[src/rtl/gpp_pkg.sv]
// Package for the general purpose pin port: register map and reset values.
// Assumes one system clock and a host control port decoding byte addresses.
package gpp_pkg;
	localparam int         GPP_NUM_PINS    = 7;
	localparam int         GPP_NUM_IRQ     = 4;
	localparam int         GPP_ADDR_W      = 8;
	localparam int         GPP_DATA_W      = 8;
	localparam logic [7:0] GPP_OFS_DIR     = 8'h2c;
	localparam logic [7:0] GPP_OFS_POL     = 8'h2d;
	localparam logic [7:0] GPP_OFS_TRIG    = 8'h2e;
	localparam logic [7:0] GPP_OFS_STATE   = 8'h2f;
	localparam logic [7:0] GPP_OFS_UNMASK  = 8'h30;
	localparam logic [7:0] GPP_OFS_CHIPIRQ = 8'h2a;
	localparam logic [6:0] GPP_RST_DIR     = 7'h00;
	localparam logic [6:0] GPP_RST_POL     = 7'h7f;
	localparam logic [6:0] GPP_RST_TRIG    = 7'h00;
	localparam logic [3:0] GPP_RST_UNMASK  = 4'h0;
	localparam int         GPP_SYNC_STAGES = 3;
endpackage : gpp_pkg

[src/rtl/gpp_sync.sv]
// Three-stage input synchroniser with agreement filter for one pin.
// Assumes the pin is asynchronous to clk_i.
`timescale 1ns/1ns
module gpp_sync
	import gpp_pkg::*;
(
	// Clock and reset
	input  wire logic clk_i,
	input  wire logic sys_rst_i,
	// Pin and filtered level
	input  wire logic pin_i,
	output logic      level_o
);
	logic [GPP_SYNC_STAGES-1:0] stage;

	always_ff @(posedge clk_i) begin
		if (sys_rst_i) begin
			stage <= '0;
		end else begin
			stage <= {stage[GPP_SYNC_STAGES-2:0], pin_i};
		end
	end

	// Change counts once second and third stage agree
	always_ff @(posedge clk_i) begin
		if (sys_rst_i) begin
			level_o <= 1'b0;
		end else if (stage[1] == stage[2]) begin
			level_o <= stage[2];
		end
	end
endmodule : gpp_sync

[src/rtl/gpp_port.sv]
// General purpose pin port with per-pin direction, polarity and trigger
// registers, and an interrupt unmask register for pins 0 to 3 only. Assumes a host control port that gives a
// one-cycle read or write strobe with byte address; read data is registered.
`timescale 1ns/1ns
module gpp_port
	import gpp_pkg::*;
#(
	parameter int NUM_PINS = GPP_NUM_PINS,
	parameter int NUM_IRQ  = GPP_NUM_IRQ
) (
	// Clock and reset
	input  wire logic                  clk_i,
	input  wire logic                  sys_rst_i,
	// Host control port
	input  wire logic [GPP_ADDR_W-1:0] host_addr_i,
	input  wire logic                  host_wr_i,
	input  wire logic                  host_rd_i,
	input  wire logic [GPP_DATA_W-1:0] host_wdata_i,
	output logic      [GPP_DATA_W-1:0] host_rdata_o,
	// Pins
	input  wire logic [NUM_PINS-1:0]   pin_i,
	output logic      [NUM_PINS-1:0]   pin_o,
	output logic      [NUM_PINS-1:0]   pin_oe_o,
	// Summary to chip interrupt logic
	output logic                       pin_irq_o
);
	logic [NUM_PINS-1:0] pin_direction_bit;
	logic [NUM_PINS-1:0] pin_polarity_type_bit;
	logic [NUM_PINS-1:0] pin_trigger_select_bit;
	logic [NUM_PINS-1:0] pin_state_bit;
	logic [NUM_PINS-1:0] out_level;
	logic [NUM_IRQ-1:0]  pin_irq_unmask_bit;
	logic [NUM_PINS-1:0] pin_sync;
	logic [NUM_PINS-1:0] active_now;
	logic [NUM_PINS-1:0] active_prev;
	logic [NUM_PINS-1:0] edge_seen;
	logic [NUM_PINS-1:0] next_state;
	logic                state_rd;
	logic                next_irq;

	function automatic logic hit(input logic [GPP_ADDR_W-1:0] ofs);
		return host_addr_i == ofs;
	endfunction : hit

	// Pin synchronisers
	genvar g;
	generate
		for (g = 0; g < NUM_PINS; g++) begin : g_sync
			gpp_sync u_sync (
				.clk_i     (clk_i),
				.sys_rst_i (sys_rst_i),
				.pin_i     (pin_i[g]),
				.level_o   (pin_sync[g])
			);
		end
	endgenerate

	// Active level per pin from polarity
	assign active_now = ~(pin_sync ^ pin_polarity_type_bit);
	assign edge_seen  = active_now & ~active_prev;
	// Chip interrupt status read does not qualify here
	assign state_rd   = host_rd_i && hit(GPP_OFS_STATE);

	// Configuration registers
	always_ff @(posedge clk_i) begin
		if (sys_rst_i) begin
			pin_direction_bit      <= GPP_RST_DIR;
			pin_polarity_type_bit  <= GPP_RST_POL;
			pin_trigger_select_bit <= GPP_RST_TRIG;
			pin_irq_unmask_bit     <= GPP_RST_UNMASK;
		end else if (host_wr_i) begin
			if (hit(GPP_OFS_DIR))
				pin_direction_bit <= host_wdata_i[NUM_PINS-1:0];
			if (hit(GPP_OFS_POL))
				pin_polarity_type_bit <= host_wdata_i[NUM_PINS-1:0];
			if (hit(GPP_OFS_TRIG))
				pin_trigger_select_bit <= host_wdata_i[NUM_PINS-1:0];
			if (hit(GPP_OFS_UNMASK))
				pin_irq_unmask_bit <= host_wdata_i[NUM_IRQ-1:0];
		end
	end

	// Output level latch written through the status register
	always_ff @(posedge clk_i) begin
		if (sys_rst_i) begin
			out_level <= '0;
		end else if (host_wr_i && hit(GPP_OFS_STATE)) begin
			for (int i = 0; i < NUM_PINS; i++) begin
				if (pin_direction_bit[i])
					out_level[i] <= host_wdata_i[i];
			end
		end
	end

	// Previous active level for edge detection
	always_ff @(posedge clk_i) begin
		if (sys_rst_i) begin
			active_prev <= '0;
		end else begin
			active_prev <= active_now;
		end
	end

	// Status capture; mask takes no part
	always_comb begin
		next_state = pin_state_bit;
		for (int i = 0; i < NUM_PINS; i++) begin
			if (pin_direction_bit[i]) begin
				next_state[i] = out_level[i];
			end else if (!pin_trigger_select_bit[i]) begin
				next_state[i] = active_now[i];
			end else begin
				if (state_rd)
					next_state[i] = 1'b0;
				if (edge_seen[i])
					next_state[i] = 1'b1;
			end
		end
	end

	always_ff @(posedge clk_i) begin
		if (sys_rst_i) begin
			pin_state_bit <= '0;
		end else begin
			pin_state_bit <= next_state;
		end
	end

	// Summary interrupt from unmasked input pins
	always_comb begin
		next_irq = 1'b0;
		for (int i = 0; i < NUM_IRQ; i++) begin
			if (!pin_direction_bit[i] && pin_irq_unmask_bit[i])
				next_irq = next_irq | next_state[i];
		end
	end

	always_ff @(posedge clk_i) begin
		if (sys_rst_i) begin
			pin_irq_o <= 1'b0;
		end else begin
			pin_irq_o <= next_irq;
		end
	end

	// Pin drivers
	always_ff @(posedge clk_i) begin
		if (sys_rst_i) begin
			pin_o    <= '0;
			pin_oe_o <= '0;
		end else begin
			for (int i = 0; i < NUM_PINS; i++) begin
				if (pin_polarity_type_bit[i]) begin
					pin_o[i]    <= 1'b0;
					pin_oe_o[i] <= pin_direction_bit[i] & ~out_level[i];
				end else begin
					pin_o[i]    <= out_level[i];
					pin_oe_o[i] <= pin_direction_bit[i];
				end
			end
		end
	end

	// Register read data
	always_ff @(posedge clk_i) begin
		if (sys_rst_i) begin
			host_rdata_o <= '0;
		end else if (host_rd_i) begin
			host_rdata_o <= '0;
			unique case (1'b1)
				hit(GPP_OFS_DIR):
					host_rdata_o[NUM_PINS-1:0] <= pin_direction_bit;
				hit(GPP_OFS_POL):
					host_rdata_o[NUM_PINS-1:0] <= pin_polarity_type_bit;
				hit(GPP_OFS_TRIG):
					host_rdata_o[NUM_PINS-1:0] <= pin_trigger_select_bit;
				hit(GPP_OFS_STATE):
					host_rdata_o[NUM_PINS-1:0] <= pin_state_bit;
				hit(GPP_OFS_UNMASK):
					host_rdata_o[NUM_IRQ-1:0] <= pin_irq_unmask_bit;
				default:
					host_rdata_o <= '0;
			endcase
		end
	end
endmodule : gpp_port

[config.mk]
export PLATFORM = sky130hd
export DESIGN_NAME = gpp_port
export DESIGN_NICKNAME = d
export VERILOG_FILES = /design/src/rtl/gpp_pkg.sv /design/src/rtl/gpp_sync.sv /design/src/rtl/gpp_port.sv
export SDC_FILE = /design/constraint.sdc
export NUM_CORES = 1
export LEC_CHECK = 0
export BUFFER_PORTS_ARGS = -buffer_cell sky130_fd_sc_hd__buf_2
export CAP_MARGIN = 20
export CORE_UTILIZATION = 56
export CTS_BUF_LIST = sky130_fd_sc_hd__clkbuf_8 sky130_fd_sc_hd__clkbuf_16
export DETAILED_ROUTE_END_ITERATION = 10
export GPL_TIMING_DRIVEN = 0
export PLACE_DENSITY_LB_ADDON = 0.12
export SYNTH_ARGS = -nofsm -noshare
export SYNTH_HDL_FRONTEND = slang
export SYNTH_SLANG_ARGS = --single-unit
export TNS_END_PERCENT = 100
[constraint.sdc]
create_clock -name clk_i -period 1.9 [get_ports clk_i]
set_input_delay 0.38 -clock clk_i [delete_from_list [all_inputs] [get_ports clk_i]]
set_output_delay 0.38 -clock clk_i [all_outputs]
set_load 0.02 [all_outputs]
==> results of run 1 <==
-- cells by family (layout without fill, tap and decap cells) --
logic type      Yosys count  in the layout  synth area share, %
mux                      21             21                 8.12
flops                    96             96                 52.4
buf+inv                  42            102                 5.56
other cells               1              1                0.102
compound gates           84             84                 14.8
simple gates            119            119                 17.3
xor+xnor                  7              7                 1.67
-- layout make-up --
cell class | instances | area, µm²
Buffer | 24 | 136
Clock buffer | 10 | 138
Inverter | 18 | 67.6
Timing Repair Buffer | 44 | 220
Sequential cell | 96 | 1920
Multi-Input combinational cell | 232 | 1540
Clock inverter | 6 | 83.8
Tap cell | 77 | 96.3
Fill cell | 530 | 2140
-- power groups by stage --
| stage | sequential, µW | clock (µW) | combinational [µW] |
|---|---|---|---|
| 5_1_grt | 2050 | 1560 | 209 |
| 2_1_floorplan | 2090 | 0 | 110 |
| 6_report | 2040 | 1460 | 193 |
| 3_5_place_dp | 2090 | 0 | 191 |
| 4_1_cts | 2040 | 1480 | 192 |
| 3_3_place_gp | 2090 | 0 | 189 |
-- sequential cells by signal (all words and copies together) (netlist names) --
register,count
pin_trigger_select_bit,7
pin_direction_bit,7
out_level,7
g_sync.u_sync.level_o,7
g_sync.u_sync.stage,21
active_prev,7
pin_polarity_type_bit,7
pin_state_bit,7
pin_o,7
pin_oe_o,7
host_rdata_o,7
pin_irq_o,1
pin_irq_unmask_bit,4
-- worst max-delay path: stages --
cell and delay [ps]:
buf_2 110, nor3b_4 340, buf_6 200, nand4_1 430
o21ai_0 330, a21oi_1 100
-- placed cells by master, fill, tap and decap left out, types with 10 or more instances in the layout --
| cell | n |
|---|---|
| dfxtp_1 | 96 |
| nor2b_1 | 23 |
| clkbuf_1 | 11 |
| o21ai_0 | 14 |
| nand3_1 | 14 |
| buf_2 | 45 |
| a211oi_1 | 11 |
| a21oi_1 | 32 |
| nor2_1 | 40 |
| inv_1 | 20 |
| clkbuf_8 | 10 |
| nand2_1 | 15 |
| mux2i_1 | 14 |
-- layer usage --
metal  GRT usage, %  vias to the layer above  part of all wire, %
li1               -                     1409                    -
met1           33.5                     1393                   45
met2           42.4                      118                   47
met3           4.17                       19                  5.5
met4           9.87                        0                  2.1
met5              0                        -                    0
-- final timing paths --
path                                                             from                                   end  slack [ps]  cells after the start
worst max-delay path                                   host_addr_i[7]             out_level[6]$_SDFFE_PP0P_         210                      6
worst min-delay path                                         pin_i[1]  g_sync[1].u_sync.stage[0]$_SDFF_PP0_         230                      2
worst max register to register  pin_polarity_type_bit[2]$_SDFFE_PP1P_                  pin_irq_o$_SDFF_PP0_         360                      4
worst min register to register   g_sync[2].u_sync.stage[0]$_SDFF_PP0_  g_sync[2].u_sync.stage[1]$_SDFF_PP0_         440                      1
-- stage by stage --
step | instance area (µm²) | utilization (%) | hold WS [ps] | TNS, ps
after floorplan | 3670 | - | 414 | 0
after global placement | 3990 | 62.8 | 418 | -598
after detailed placement | 3990 | 62.8 | 428 | -839
after CTS | 4210 | 66.2 | 224 | 0
after global routing | 4210 | 66.2 | 232 | 0
final | 4210 | 66.2 | 233 | 0
==> flow_summary_export.csv, run 1 <==
group,metric,value,unit
outcome,outcome,"complete, no violations",
logic_synthesis,synthDominantCellAreaShare,52.4,%
place,port_buffers,44,
setup_path,required,2100,ps
logic_synthesis,synth_area_leaders,"dfxtp_1 (52%), a21oi_1 (4.4%), mux4_2 (4.3%)",
sta,rsz0062_at_grt,"no",
clock_network,cts-root-buf,"clkbuf_8",
place,dpl_worst_slack,-124,ps
logic_synthesis,synth_nets,397,
route,wire_per_inst,16.7,µm
setup_path,worst_setup_path_end_kind,"flip-flop",
sta,setup_viol,0,
logic_synthesis,synth_edf_count,0,
layout,antenna_cells,0,
floorplan,die_height,82.9,µm
logic_synthesis,synth-seq-cells,96,
setup_path,crit_fanout,10,
logic_synthesis,ys.flop_type,"dfxtp_1",
logic_synthesis,synth_commonest_cells,"dfxtp_1 (96), nor2_1 (40), a21oi_1 (32), nor2b_1 (23), inv_1 (18)",
floorplan,io-pin-count,50,
pwr,leakagePower,0.00173,µW
logic_synthesis,syn-instance-count,370,
layout,nNetsFinal,452,
logic_synthesis,yosys_warnings,0,
place,gp_congestion,0.835,
layout,area_delta_synth_final,14.7,%
layout,fin_cells,507,
setup_path,path_class,"input port to flip-flop",
pwr,intPower,2880,µW
logic_synthesis,synth-async-reset-ratio,0,%
floorplan,core,6350,µm²
pwr,clock_power_share,39.4,%
clock_network,cts.repair.resized,0,
pwr,p_per_area,878,nW/µm²
sta,worst_slack,209,ps
global_routing,overflow,0,
route,first_pass_iters,5,
sta,hold_viol,0,
global_routing,first_global_vias,2662,
global_routing,grt_max_degree,16,
sta,slew_violations,0,
global_routing,grtUsageTotal,25.6,%
floorplan,rows,29,
logic_synthesis,synth_most_common_cell,"dfxtp_1",
layout,drive_above_1_share,18.4,%
sta,tightest_slew,687,ps
sta,fin_worst_skew,7.89,ps
logic_synthesis,syn_area_per_cell,9.91,µm²
route,drc,0,
place,hpwl,5.59,mm
route,wl,8.47,mm
job,maxCapViolCount,0,
sta,max_freq,0.591,GHz
logic_synthesis,synth_area,3670,µm²
clock_network,numCtsBuffers,9,
clock_network,cts-htree-levels,3,
pwr,vdd_drop_max,0.635,mV
clock_network,holdBufCountCts,0,
route,via_count,2939,
clock_network,clock_latency,350,ps
setup_path,critical_path_arrival,1890,ps
floorplan,die_x,82.9,µm
sta,period_minus_slack,1690,ps
route,vias_per_cell,5.80,
setup_path,worstSetupStartpointType,"input port",
pwr,switching_share,22.0,%
pwr,power_frac_comb,5.2,%
clock_network,cts_tree,"yes",
clock_network,cts_sinks,96,
logic_synthesis,yosysSeqAreaShare,52.4,%
clock_network,clkTransAtPathRegs,90,ps
worst_hold_path,hold_path.class,"input port to flip-flop",
route,drt_iter0_drc,167,
global_routing,grt_pass1_wl,13.6,mm
sta,relSlewSlack,54.2,%
pwr,p_seq_share,55.4,%
floorplan,fp.dieArea,6880,µm²
global_routing,antenna_found_initial,0,
clock_network,cts_buffer_depth,2,
pwr,switchingPower,812,µW
floorplan,start_util,57.8,%
clock_network,post_cts_buffers,0,
sta,fin_crit_sh,89.0,%
pwr,power,3690,µW
logic_synthesis,synth.largest_area_cell,"dfxtp_1",
route,ant_nets,0,
logic_synthesis,ys_types,39,
place,dp_cells,491,
Note: power is estimated with default switching activity, not from simulation.
==> inputs of run 2 (changes only) <==
Settings changed: BUFFER_PORTS_ARGS -buffer_cell sky130_fd_sc_hd__buf_2 to unset, CORE_UTILIZATION 56 to 60, DONT_BUFFER_PORTS set to 1, SYNTH_HIERARCHICAL set to 1.
==> flow_summary_export.csv, run 2 <==
group,metric,value,unit
floorplan,die_x,80.1,µm
sta,rsz0062_at_grt,"no",
logic_synthesis,syn_area_per_cell,9.98,µm²
sta,fin_crit_sh,78.7,%
clock_network,cts-htree-levels,3,
floorplan,start_util,61.9,%
sta,fin_setup_tns,0,ps
setup_path,crit_buf_inv,1,
floorplan,core,5920,µm²
logic_synthesis,synth_area,3660,µm²
clock_network,cts_tree,"yes",
setup_path,required,2120,ps
global_routing,grt_max_degree,30,
setup_path,worstSetupStartpointType,"input port",
setup_path,cp_slowest_cell,"nand4_1",
route,vias_per_cell,5.86,
layout,nNetsFinal,405,
layout,drive_above_1_share,10.4,%
place,dp_cells,442,
clock_network,post_cts_buffers,0,
layout,fin_cells,458,
logic_synthesis,synth.largest_area_cell,"dfxtp_1",
layout,final-seq-area,1920,µm²
global_routing,grtUsageTotal,25.7,%
sta,tightest_slew,637,ps
outcome,outcome,"complete, no violations",
logic_synthesis,synth-async-reset-ratio,0,%
layout,mostFrequentLayoutCells,"dfxtp_1 (96), nor2_1 (40), a21oi_1 (30)",
layout,final_common_cell,"dfxtp_1",
global_routing,first_global_vias,2412,
setup_path,critical_path_arrival,1710,ps
clock_network,numCtsBuffers,9,
clock_network,cts_sinks,96,
layout,fillers,501,
route,ant_nets,0,
setup_path,critPathMaxStageDelay,470,ps
layout,regMostFlops,"g_sync.u_sync/stage",
route,drc,0,
pwr,switchingPower,791,µW
pwr,clock_power_share,41.4,%
worst_hold_path,hold_path.class,"input port to flip-flop",
logic_synthesis,synth_area_leaders,"dfxtp_1 (52%), mux4_2 (4.3%), a21oi_1 (4.1%)",
sta,slew_violations,0,
place,port_buffers,0,
setup_path,path_cells,"and2_1 > clkbuf_1 > nand4_1 > o21ai_0 > a21oi_1",
sta,relSlewSlack,57.5,%
logic_synthesis,synth_edf_count,0,
global_routing,grt_pass1_wl,12.0,mm
clock_network,cts_buffer_depth,2,
setup_path,crit_fanout,7,
sta,hold_viol,0,
logic_synthesis,synth-seq-cells,96,
route,first_pass_iters,4,
floorplan,io-pin-count,50,
logic_synthesis,ys_types,44,
setup_path,path_class,"input port to flip-flop",
logic_synthesis,syn-instance-count,367,
logic_synthesis,synth_nets,394,
logic_synthesis,yosysSeqAreaShare,52.5,%
route,wire_per_inst,16.9,µm
route,wl,7.76,mm
layout,area_delta_synth_final,9.08,%
place,hpwl,5.15,mm
clock_network,holdBufCountCts,0,
floorplan,rows,28,
pwr,intPower,2940,µW
pwr,vdd_drop_max,0.622,mV
layout,largest_reg_flops,21,
setup_path,cp_top_family,"simple AND/OR/NAND/NOR gates",
sta,setup_viol,0,
pwr,leakagePower,0.00155,µW
pwr,p_per_area,934,nW/µm²
logic_synthesis,yosys_warnings,6,
floorplan,fp.dieArea,6420,µm²
logic_synthesis,ys.flop_type,"dfxtp_1",
pwr,p_seq_share,54.9,%
layout,antenna_cells,0,
clock_network,clkTransAtPathRegs,90,ps
global_routing,overflow,0,
logic_synthesis,synthDominantCellAreaShare,52.5,%
place,gp_congestion,0.845,
logic_synthesis,synth_commonest_cells,"dfxtp_1 (96), nor2_1 (40), a21oi_1 (30), nor2b_1 (24)",
job,maxCapViolCount,0,
setup_path,worst_setup_path_end_kind,"flip-flop",
route,drt_iter0_drc,171,
floorplan,die_height,80.1,µm
clock_network,cts.repair.resized,0,
sta,period_minus_slack,1500,ps
logic_synthesis,synth_most_common_cell,"dfxtp_1",
sta,max_freq,0.668,GHz
layout,multi_input_area,1560,µm²
clock_network,clock_latency,350,ps
sta,fin_worst_skew,11.8,ps
global_routing,antenna_found_initial,0,
pwr,power_frac_comb,3.6,%
route,via_count,2685,
clock_network,cts-root-buf,"clkbuf_8",
pwr,switching_share,21.2,%
run 2: worst paths after layout:
path | start | end | slack (ps) | cells after the start
max | host_addr_i[1] | out_level[1]$_SDFFE_PP0P_ | 400 | 5
min | sys_rst_i | g_sync[6].u_sync/stage[0]$_SDFF_PP0_ | 90 | 1
max reg2reg | pin_polarity_type_bit[1]$_SDFFE_PP1P_ | pin_irq_o$_SDFF_PP0_ | 440 | 4
min reg2reg | g_sync[6].u_sync/stage[0]$_SDFF_PP0_ | g_sync[6].u_sync/stage[1]$_SDFF_PP0_ | 440 | 1
run 2: kinds of logic (layout without fill, tap and decap cells):
logic type / after synthesis / in the layout / synth area share, %
other: 1 / 1 / 0.102
and+or+nand+nor: 126 / 126 / 18.6
DFF: 96 / 96 / 52.5
muxes: 22 / 22 / 8.40
buffers and inverters: 36 / 52 / 4.85
xor gates and xnor gates: 7 / 7 / 1.67
AOI/OAI and AO/OA: 79 / 79 / 13.9
run 2: layout make-up:
type                            count  share of cell area, %
Buffer                             21                   3.04
Clock buffer                       12                   4.13
Clock inverter                      4                   1.85
Inverter                           15                   1.41
Multi-Input combinational cell    235                   39.1
Sequential cell                    96                   48.1
Tap cell                           75                   2.35
run 2: power groups by stage:
stage / clock (µW) / sequential (µW) / combinational, µW
floorplan: 0 / 2100 / 103
global placement: 0 / 2100 / 133
detailed placement: 0 / 2100 / 135
CTS: 1570 / 2050 / 135
global route: 1640 / 2050 / 145
finish: 1550 / 2050 / 135
run 2: metal layers:
metal	wire length [µm]	global-route usage, %
met1	3350	32.1
met2	3660	43.5
met3	608	5.23
met4	139	10.2
met5	0	0
run 2: stage by stage:
step                      hold WS [ps]  power [µW]  worst slack [ps]  area (µm²)  utilization (%)
after floorplan                    414        2200               450        3660                -
after global placement             416        2230               104        3760             63.5
after detailed placement           422        2230              69.1        3760             63.5
after CTS                         70.6        3760               443        4000             67.5
after global routing              67.4        3840               354        4000             67.5
final                             89.7        3730               404        4000             67.5
